[src/rtl/sfp_pkg.sv]
package sfp_pkg;

  localparam int AW     = 8;
  localparam int DW     = 32;
  localparam int IDX_W  = 4;
  localparam int DEPTH  = 16;
  localparam int RCNT_W = 16;

  // word offsets, byte addresses
  localparam logic [AW-1:0] OFF_SIG  = 8'h00;
  localparam logic [AW-1:0] OFF_REV  = 8'h04;
  localparam logic [AW-1:0] OFF_HDR0 = 8'h08;
  localparam logic [AW-1:0] OFF_HDR1 = 8'h0C;
  localparam logic [AW-1:0] OFF_TBL1 = 8'h30;
  localparam logic [AW-1:0] OFF_TBL2 = 8'h34;
  localparam logic [AW-1:0] OFF_TBL3 = 8'h38;
  localparam logic [AW-1:0] OFF_TBL4 = 8'h3C;
  localparam logic [AW-1:0] ROM_TOP  = 8'h40;
  localparam logic [AW-1:0] OFF_CTRL = 8'h40;
  localparam logic [AW-1:0] OFF_STAT = 8'h44;
  localparam logic [AW-1:0] OFF_RCNT = 8'h48;
  localparam logic [AW-1:0] OFF_RADR = 8'h4C;
  localparam logic [AW-1:0] OFF_CSUM = 8'h50;

  // header bytes
  localparam logic [7:0] SIG_B0    = 8'h53;
  localparam logic [7:0] SIG_B1    = 8'h46;
  localparam logic [7:0] SIG_B2    = 8'h44;
  localparam logic [7:0] SIG_B3    = 8'h50;
  localparam logic [7:0] REV_MINOR = 8'h06;
  localparam logic [7:0] REV_MAJOR = 8'h01;
  localparam logic [7:0] HDR_COUNT = 8'h00;
  localparam logic [7:0] FILL_B    = 8'hFF;
  localparam logic [7:0] PID_LSB   = 8'h00;
  localparam logic [7:0] PID_MSB   = 8'hFF;
  localparam logic [7:0] PT_MINOR  = 8'h06;
  localparam logic [7:0] PT_MAJOR  = 8'h01;
  localparam logic [7:0] PT_LEN    = 8'h10;
  localparam logic [7:0] PTR_B0    = 8'h30;
  localparam logic [7:0] PTR_B1    = 8'h00;
  localparam logic [7:0] PTR_B2    = 8'h00;

  // basic table fields
  localparam logic [1:0] ERASE_GRAN = 2'h1;
  localparam logic       WR_GRAN    = 1'h1;
  localparam logic       VOL_BP     = 1'h0;
  localparam logic       WREN_SEL   = 1'h0;
  localparam logic [2:0] UNUSED3    = 3'h7;
  localparam logic [7:0] ERASE4K_OP = 8'h20;
  localparam logic       RD112      = 1'h1;
  localparam logic [1:0] ADDR_MODE  = 2'h1;
  localparam logic       DTR_OK     = 1'h1;
  localparam logic       RD122      = 1'h1;
  localparam logic       RD144      = 1'h1;
  localparam logic       RD114      = 1'h1;
  localparam logic       UNUSED1    = 1'h1;
  localparam logic [31:0] DENSITY   = 32'h07FFFFFF;
  localparam logic [2:0] M144 = 3'h2;
  localparam logic [4:0] D144 = 5'h04;
  localparam logic [7:0] O144 = 8'hEB;
  localparam logic [2:0] M114 = 3'h0;
  localparam logic [4:0] D114 = 5'h08;
  localparam logic [7:0] O114 = 8'h6B;
  localparam logic [2:0] M112 = 3'h0;
  localparam logic [4:0] D112 = 5'h08;
  localparam logic [7:0] O112 = 8'h3B;
  localparam logic [2:0] M122 = 3'h4;
  localparam logic [4:0] D122 = 5'h00;
  localparam logic [7:0] O122 = 8'hBB;

  // little-endian words: lowest address in bits 7:0
  localparam logic [DW-1:0] W_SIG  = {SIG_B3, SIG_B2, SIG_B1, SIG_B0};
  localparam logic [DW-1:0] W_REV  =
    {FILL_B, HDR_COUNT, REV_MAJOR, REV_MINOR};
  localparam logic [DW-1:0] W_HDR0 = {PT_LEN, PT_MAJOR, PT_MINOR, PID_LSB};
  localparam logic [DW-1:0] W_HDR1 = {PID_MSB, PTR_B2, PTR_B1, PTR_B0};
  localparam logic [DW-1:0] W_TBL1 = {FILL_B, UNUSED1, RD114, RD144,
    RD122, DTR_OK, ADDR_MODE, RD112, ERASE4K_OP, UNUSED3, WREN_SEL,
    VOL_BP, WR_GRAN, ERASE_GRAN};
  localparam logic [DW-1:0] W_TBL2 = DENSITY;
  localparam logic [DW-1:0] W_TBL3 = {O114, M114, D114, O144, M144, D144};
  localparam logic [DW-1:0] W_TBL4 = {O122, M122, D122, O112, M112, D112};
  localparam logic [DW-1:0] W_HOLE = 32'hFFFFFFFF;

  // own registers
  localparam int CTRL_CNT_EN = 0;
  localparam int CTRL_RESCAN = 1;
  localparam logic CTRL_CNT_EN_RST = 1'h1;
  localparam int STAT_REFUSED = 2;

  typedef struct packed {
    logic refused;
    logic sig_ok;
    logic scan_done;
  } sfp_stat_t;

  typedef enum logic [1:0] {
    SCAN_IDLE = 2'h0,
    SCAN_RUN  = 2'h1,
    SCAN_DONE = 2'h3
  } sfp_scan_t;

  function automatic logic [DW-1:0] rom_word(input logic [IDX_W-1:0] i);
    case (i)
      4'h0:    rom_word = W_SIG;
      4'h1:    rom_word = W_REV;
      4'h2:    rom_word = W_HDR0;
      4'h3:    rom_word = W_HDR1;
      4'hC:    rom_word = W_TBL1;
      4'hD:    rom_word = W_TBL2;
      4'hE:    rom_word = W_TBL3;
      4'hF:    rom_word = W_TBL4;
      default: rom_word = W_HOLE;
    endcase
  endfunction : rom_word

endpackage : sfp_pkg

[src/rtl/sfp_rom_mem.sv]
`timescale 1ns/1ps
`default_nettype none
module sfp_rom_mem #(
  parameter int DEPTH = sfp_pkg::DEPTH,
  parameter int IDX_W = sfp_pkg::IDX_W,
  parameter int DW    = sfp_pkg::DW
) (
  input  wire logic             clock,
  input  wire logic             reset_n,
  input  wire logic             rd_en,
  input  wire logic             rom_hit,
  input  wire logic [IDX_W-1:0] index,
  input  wire logic [DW-1:0]    aux_word,
  output var  logic [DW-1:0]    q
);

  logic [DW-1:0] table_w [DEPTH];

  // contents fixed at build time; no write path exists
  for (genvar i = 0; i < DEPTH; i++) begin : g_word
    assign table_w[i] = sfp_pkg::rom_word(IDX_W'(i));
  end

  always_ff @(posedge clock or negedge reset_n) begin
    if (!reset_n) begin
      q <= '0;
    end else if (rd_en) begin
      q <= rom_hit ? table_w[index] : aux_word;
    end
  end

endmodule : sfp_rom_mem
`default_nettype wire

[src/rtl/sfp_param_rom.sv]
`timescale 1ns/1ps
`default_nettype none
module sfp_param_rom #(
  parameter int AW     = sfp_pkg::AW,
  parameter int DW     = sfp_pkg::DW,
  parameter int RCNT_W = sfp_pkg::RCNT_W
) (
  input  wire logic          clock,
  input  wire logic          reset_n,
  input  wire logic [AW-1:0] addr,
  input  wire logic [DW-1:0] wdata,
  input  wire logic          wr,
  input  wire logic          rd,
  output var  logic [DW-1:0] rdata,
  output var  logic          scan_ok
);

  localparam logic [sfp_pkg::IDX_W-1:0] IDX_LAST = '1;
  localparam logic [sfp_pkg::IDX_W-1:0] IDX_ONE  = 4'h1;
  localparam logic [RCNT_W-1:0]         RCNT_MAX = '1;
  localparam logic [RCNT_W-1:0]         RCNT_ONE = 16'h0001;

  logic                          rom_hit;
  logic                          refuse_evt;
  logic                          cnt_en;
  logic                          rescan;
  logic                          clr_refused;
  logic [RCNT_W-1:0]             refuse_cnt;
  logic [AW-1:0]                 refuse_addr;
  sfp_pkg::sfp_stat_t            stat;
  sfp_pkg::sfp_scan_t            scan_st;
  sfp_pkg::sfp_scan_t            next_scan_st;
  logic [sfp_pkg::IDX_W-1:0]     scan_idx;
  logic [DW-1:0]                 csum;
  logic [DW-1:0]                 aux_word;

  // database occupies the low 64 bytes, holes included
  assign rom_hit = addr < sfp_pkg::ROM_TOP;

  // writes into the database are dropped and only logged
  assign refuse_evt = wr && rom_hit;

  assign rescan = wr && (addr == sfp_pkg::OFF_CTRL)
                  && wdata[sfp_pkg::CTRL_RESCAN];

  assign clr_refused = wr && (addr == sfp_pkg::OFF_STAT)
                       && wdata[sfp_pkg::STAT_REFUSED];

  // control: counting of refused writes
  always_ff @(posedge clock or negedge reset_n) begin
    if (!reset_n) begin
      cnt_en <= sfp_pkg::CTRL_CNT_EN_RST;
    end else if (wr && addr == sfp_pkg::OFF_CTRL) begin
      cnt_en <= wdata[sfp_pkg::CTRL_CNT_EN];
    end
  end

  // sticky refused flag; a new refusal beats the clear
  always_ff @(posedge clock or negedge reset_n) begin
    if (!reset_n) begin
      stat.refused <= 1'b0;
    end else if (refuse_evt) begin
      stat.refused <= 1'b1;
    end else if (clr_refused) begin
      stat.refused <= 1'b0;
    end
  end

  // saturating counter so software never sees a wrap
  always_ff @(posedge clock or negedge reset_n) begin
    if (!reset_n) begin
      refuse_cnt <= '0;
    end else if (refuse_evt && cnt_en && refuse_cnt != RCNT_MAX) begin
      refuse_cnt <= refuse_cnt + RCNT_ONE;
    end
  end

  always_ff @(posedge clock or negedge reset_n) begin
    if (!reset_n) begin
      refuse_addr <= '0;
    end else if (refuse_evt) begin
      refuse_addr <= addr;
    end
  end

  // integrity scan over all sixteen words after reset or on request
  always_comb begin
    next_scan_st = scan_st;
    case (scan_st)
      sfp_pkg::SCAN_IDLE: begin
        next_scan_st = sfp_pkg::SCAN_RUN;
      end
      sfp_pkg::SCAN_RUN: begin
        if (scan_idx == IDX_LAST) begin
          next_scan_st = sfp_pkg::SCAN_DONE;
        end
      end
      sfp_pkg::SCAN_DONE: begin
        if (rescan) begin
          next_scan_st = sfp_pkg::SCAN_IDLE;
        end
      end
      default: begin
        next_scan_st = sfp_pkg::SCAN_IDLE;
      end
    endcase
  end

  always_ff @(posedge clock or negedge reset_n) begin
    if (!reset_n) begin
      scan_st <= sfp_pkg::SCAN_IDLE;
    end else begin
      scan_st <= next_scan_st;
    end
  end

  always_ff @(posedge clock or negedge reset_n) begin
    if (!reset_n) begin
      scan_idx <= '0;
      csum     <= '0;
    end else if (scan_st == sfp_pkg::SCAN_IDLE) begin
      scan_idx <= '0;
      csum     <= '0;
    end else if (scan_st == sfp_pkg::SCAN_RUN) begin
      scan_idx <= scan_idx + IDX_ONE;
      csum     <= csum + sfp_pkg::rom_word(scan_idx);
    end
  end

  // signature checked while the scan passes word zero
  always_ff @(posedge clock or negedge reset_n) begin
    if (!reset_n) begin
      stat.sig_ok <= 1'b0;
    end else if (scan_st == sfp_pkg::SCAN_IDLE) begin
      stat.sig_ok <= 1'b0;
    end else if (scan_st == sfp_pkg::SCAN_RUN && scan_idx == '0) begin
      stat.sig_ok <= sfp_pkg::rom_word(scan_idx) == sfp_pkg::W_SIG;
    end
  end

  always_ff @(posedge clock or negedge reset_n) begin
    if (!reset_n) begin
      stat.scan_done <= 1'b0;
      scan_ok        <= 1'b0;
    end else begin
      stat.scan_done <= next_scan_st == sfp_pkg::SCAN_DONE;
      scan_ok        <= next_scan_st == sfp_pkg::SCAN_DONE && stat.sig_ok;
    end
  end

  // own registers beside the database; unmapped reads give zero
  always_comb begin
    aux_word = '0;
    case (addr)
      sfp_pkg::OFF_CTRL: aux_word = DW'(cnt_en);
      sfp_pkg::OFF_STAT: aux_word = DW'(stat);
      sfp_pkg::OFF_RCNT: aux_word = DW'(refuse_cnt);
      sfp_pkg::OFF_RADR: aux_word = DW'(refuse_addr);
      sfp_pkg::OFF_CSUM: aux_word = csum;
      default:           aux_word = '0;
    endcase
  end

  // table lookup and read register live in the memory module
  sfp_rom_mem #(
    .DEPTH (sfp_pkg::DEPTH),
    .IDX_W (sfp_pkg::IDX_W),
    .DW    (DW)
  ) u_mem (
    .clock    (clock),
    .reset_n  (reset_n),
    .rd_en    (rd),
    .rom_hit  (rom_hit),
    .index    (addr[5:2]),
    .aux_word (aux_word),
    .q        (rdata)
  );
endmodule : sfp_param_rom
`default_nettype wire

[config.mk]
export PLATFORM = sky130hd
export DESIGN_NAME = sfp_param_rom
export DESIGN_NICKNAME = d
export VERILOG_FILES = /design/src/rtl/sfp_pkg.sv /design/src/rtl/sfp_rom_mem.sv /design/src/rtl/sfp_param_rom.sv
export SDC_FILE = /design/constraint.sdc
export NUM_CORES = 1
export LEC_CHECK = 0
export ABC_AREA = 1
export BUFFER_PORTS_ARGS = -buffer_cell sky130_fd_sc_hd__buf_2
export CAP_MARGIN = 20
export CORE_AREA = 10 10 119 174
export CTS_CLUSTER_SIZE = 24
export DETAILED_ROUTE_END_ITERATION = 7
export DIE_AREA = 0 0 129 184
export GPL_ROUTABILITY_DRIVEN = 0
export SYNTH_ARGS = -nofsm -noshare
export SYNTH_HDL_FRONTEND = slang
export SYNTH_HIERARCHICAL = 1
export SYNTH_SLANG_ARGS = --single-unit
[constraint.sdc]
create_clock -name clock -period 3.6 [get_ports clock]
set_input_delay 0.72 -clock clock [delete_from_list [all_inputs] [get_ports clock]]
set_output_delay 0.72 -clock clock [all_outputs]
set_load 0.01 [all_outputs]
==> flow_summary_export.csv <==
group,metric,value,unit
synthesis,postSynthNetCount,1285,
timing,fmaxAchievable,311,MHz
pwr,max-vdd-ir-drop,0.315,mV
global_route,gr_overflow_total,0,
timing,setup_tns,0,ns
run_status,status,"finished, final reports clean",
timing,drv_slew,0,
global_route,antenna_found_initial,0,
synthesis,ys_seq_area_frac,0.320,
flow_run,max_cap_viol_count,0,
setup_path,crit_required,3.84,ns
placement,placedCellCount,1432,
placement,placed_area,8160,sq um
global_route,globalRouteTotalUtil,0.202,
global_route,first_global_vias,7395,
timing,final_period_minus_worst_setup_slack,3.21,ns
setup_path,max_stage_delay,0.49,ns
route,route.detailed.vias_per_inst,5.07,
route,routed_wire_length_per_instance,16.0,um
global_route,maximum_number_of_pins_on_one_net_before_global_route_repair,46,
clock_network,cts.root.buffer_cell,"sky130_fd_sc_hd__clkbuf_16",
placement,portBuffers,47,
route,remaining_antenna_violation_count,0,
synthesis,synthArstFlopShare,1.00,
setup_path,critical_path.cell_chain,"inv_1 > ha_1 > inv_1 > nand2_1 > nand2_1 > inv_1 > ha_1 > fa_1 > nand3_1 > nand3_1 > nand2_1 > nand2_1 > nand2_1 > nand2_1 > nand2_1 > nand3_1 > nand3_1 > nand2_1",
route,finalWirelength,23.2,mm
route,drt-pass1-iter-count,5,
layout,layout.cells.non_filler,1448,
synthesis,yosys_register_bits,99,
clock_network,hold_buffers,0,
clock_network,htree_levels,3,
layout,number_of_nets_in_the_layout,1325,
setup_path,worst_r2r_startpoint,"scan_idx[1]$_DFFE_PN0P_",
setup_path,worstPathBufferInverterCount,3,
synthesis,synth_area,7740,sq um
synthesis,synthFlopType,"sky130_fd_sc_hd__dfrtp_1",
clock_network,ctsLongestPathBuffers,2,
synthesis,synth_edf_count,0,
setup_path,reg_to_reg_slack_setup,0.39,ns
timing,setup_viol_count_final,0,
die,fp-row-count,59,
layout,flow.area_growth_from_synthesis,9.75,%
setup_path,cpMaxStageDelayCell,"sky130_fd_sc_hd__dfrtp_1",
timing,worst_slew_pin_slew,0.962,ns
synthesis,postSynthCellCount,1190,
die,fp.coreArea,17400,sq um
worst_hold_path,worstHoldPathType,"in2async",
setup_path,crit_type,"reg2reg",
clock_network,post-cts-setup-buffers,0,
layout,mostFrequentLayoutCells,"372 x sky130_fd_sc_hd__nand2_1, 210 x sky130_fd_sc_hd__inv_1, 114 x sky130_fd_sc_hd__nor2_1",
layout,fin_util,0.488,
layout,number_of_filler_cells_placed_in_the_layout,1832,
layout,mostFrequentLayoutCell,"sky130_fd_sc_hd__nand2_1",
clock_network,worst_skew_pair.late_latency,0.36,ns
setup_path,critPathArrivalTime,3.46,ns
synthesis,avgSynthCellArea,6.50,sq um
timing,min_period_over_period,0.892,
layout,design_area,8490,sq um
route,via_count_of_the_routed_design,7343,
timing,rsz_0062_raised_after_global_routing,"no",
timing,finalClockSkew,0.0109,ns
timing,hold_violations,0,
setup_path,crit_path_end,"csum[24]$_DFFE_PN0P_",
die,die-width,129,um
synthesis,synth.yosys.warnings,6,
setup_path,worst_setup_path_start_kind,"register",
setup_path,cp_num_cells,18,
timing,headroom_to_the_max_slew_limit,0.358,
clock_network,cts-buffers-inserted,9,
setup_path,ff2ff_path_depth,18,
die,die_area,23700,sq um
clock_network,number_of_gates_resized_after_cts,0,
setup_path,critPathMostFrequentCell,"sky130_fd_sc_hd__nand2_1",
layout,drive_above_1_share,0.0980,
layout,insertedDiodeCount,0,
die,starting_density_of_the_core,0.444,
synthesis,synthDistinctLibCells,43,
setup_path,worst_reg2reg_endpoint,"csum[24]$_DFFE_PN0P_",
route,drt-initial-drc-count,399,
die,floorplan.die.height,184,um
clock_network,tritoncts_clock_tree,"done",
setup_path,cp_top_family,"simple AND/OR/NAND/NOR gates",
clock_network,clock_sink_count,99,
setup_path,crit_path_launch,"scan_idx[1]$_DFFE_PN0P_",
pwr,leakage,4.73,nW
pwr,powerDensity,948,nW/um^2
setup_path,path_max_fanout,7,
route,detail_route.drc_violations,0,
die,number_of_i_o_pins,77,
setup_path,endpoint_kind,"register",
placement,post_dp_hpwl,18.3,mm
clock_network,cts.reportedPaths.clkPinSlew,0.08,ns
global_route,grt_pass1_wl,38.0,mm
-- synthesized netlist by cell type, types with 2 or more instances --
cell type                  count  area share
sky130_fd_sc_hd__nand3_1      60       0.039
sky130_fd_sc_hd__nand4_1       8      0.0065
sky130_fd_sc_hd__buf_4         2      0.0019
sky130_fd_sc_hd__nand3_2       3      0.0039
sky130_fd_sc_hd__o22ai_1      11      0.0089
sky130_fd_sc_hd__a31oi_1       2      0.0016
sky130_fd_sc_hd__nor2_1      114       0.055
sky130_fd_sc_hd__o221ai_1      3      0.0034
sky130_fd_sc_hd__o21ai_1       7      0.0045
sky130_fd_sc_hd__or2_1         2      0.0016
sky130_fd_sc_hd__a22o_1        2      0.0023
sky130_fd_sc_hd__nor2_4        3      0.0044
sky130_fd_sc_hd__nand2_2      12      0.0097
sky130_fd_sc_hd__buf_6         3      0.0044
sky130_fd_sc_hd__inv_2         7      0.0034
sky130_fd_sc_hd__a21oi_1      86       0.056
sky130_fd_sc_hd__o211ai_1      3      0.0029
sky130_fd_sc_hd__clkbuf_1     10      0.0049
sky130_fd_sc_hd__nand2_1     372        0.18
sky130_fd_sc_hd__buf_2        11      0.0071
sky130_fd_sc_hd__and2_1        3      0.0024
sky130_fd_sc_hd__o21bai_1      3      0.0029
sky130_fd_sc_hd__nor3_1       13      0.0084
sky130_fd_sc_hd__a22oi_1       2      0.0019
sky130_fd_sc_hd__dfrtp_1      98        0.32
sky130_fd_sc_hd__nor3_2        5      0.0065
sky130_fd_sc_hd__ha_1         50       0.081
sky130_fd_sc_hd__o21ai_0      45       0.029
sky130_fd_sc_hd__xor2_1       16       0.018
sky130_fd_sc_hd__o21ai_2       2      0.0023
sky130_fd_sc_hd__inv_1       210        0.10
sky130_fd_sc_hd__nor2_2       10      0.0081
sky130_fd_sc_hd__nor3_4        2      0.0042
-- worst min path at each step --
| stage | from | end | slack (ns) | cells after the start |
|---|---|---|---|---|
| finish | reset_n | refuse_cnt[8]$_DFFE_PN0P_ | 0.39 | 1 |
| global route | reset_n | refuse_cnt[8]$_DFFE_PN0P_ | 0.43 | 1 |
| CTS | reset_n | refuse_cnt[8]$_DFFE_PN0P_ | 0.41 | 1 |
| detailed placement | u_mem/q[9]$_DFFE_PN0P_ | u_mem/q[9]$_DFFE_PN0P_ | 0.46 | 2 |
| global placement | u_mem/q[10]$_DFFE_PN0P_ | u_mem/q[10]$_DFFE_PN0P_ | 0.46 | 2 |
| floorplan | reset_n | csum[0]$_DFFE_PN0P_ | 0.42 | 0 |
-- cell families (layout without fill, tap and decap cells) --
kind of cell / Yosys count / count (layout) / synth area share
AOI/OAI and AO/OA: 171 / 171 / 0.122
buffers and inverters: 245 / 290 / 0.125
adders and majority gates: 51 / 51 / 0.0834
DFF: 99 / 99 / 0.320
and+or+nand+nor: 608 / 608 / 0.332
xor gates and xnor gates: 16 / 16 / 0.0181
-- worst register-to-register path, stage by stage, from the launching register on --
cell and delay (ns):
sky130_fd_sc_hd__dfrtp_1 0.49, sky130_fd_sc_hd__inv_1 0.18, sky130_fd_sc_hd__ha_1 0.21, sky130_fd_sc_hd__inv_1 0.11
sky130_fd_sc_hd__nand2_1 0.13, sky130_fd_sc_hd__nand2_1 0.09, sky130_fd_sc_hd__inv_1 0.09, sky130_fd_sc_hd__ha_1 0.27
sky130_fd_sc_hd__fa_1 0.48, sky130_fd_sc_hd__nand3_1 0.12, sky130_fd_sc_hd__nand3_1 0.19, sky130_fd_sc_hd__nand2_1 0.11
sky130_fd_sc_hd__nand2_1 0.08, sky130_fd_sc_hd__nand2_1 0.08, sky130_fd_sc_hd__nand2_1 0.10, sky130_fd_sc_hd__nand2_1 0.10
sky130_fd_sc_hd__nand3_1 0.07, sky130_fd_sc_hd__nand3_1 0.10, sky130_fd_sc_hd__nand2_1 0.08
-- sequential cells by signal, indices dropped and copies added, names as in the netlist --
register     count
csum            32
u_mem/q         32
refuse_cnt      16
refuse_addr      8
scan_idx         4
stat             3
scan_st          2
cnt_en           1
scan_ok          1
-- per-stage QoR --
stage               power, mW  hold WS [ns]  setup WS (ns)
floorplan                5.54         0.424           1.07
global placement         6.86         0.462          0.478
detailed placement       6.92         0.461          0.440
CTS                      8.05         0.412          0.415
global route             8.95         0.431          0.107
finish                   8.05         0.387          0.389
-- metal layers --
metal	track usage	part of all wire
met3	0.0271	0.035
met2	0.365	0.52
met4	0.0749	0.029
met1	0.236	0.42
met5	0	0
-- area by class of cell --
| type | count | area, sq um | area share |
|---|---|---|---|
| clock buffers | 9 | 225 | 0.0265 |
| well taps | 213 | 267 | 0.0314 |
| flip-flops and latches | 99 | 2480 | 0.292 |
| inverters | 219 | 826 | 0.0972 |
| multi-input cells | 846 | 4290 | 0.506 |
| repair buffers | 55 | 298 | 0.0351 |
| clock inverters | 7 | 106 | 0.0125 |
-- where the power goes --
part,switching [mW],total [mW],internal [mW]
combinational,3.58,5.25,1.67
clock,0.487,1.11,0.623
sequential,0.269,1.69,1.42
total,4.33,8.05,3.72
No activity file was read; power rests on OpenSTA's default activity.
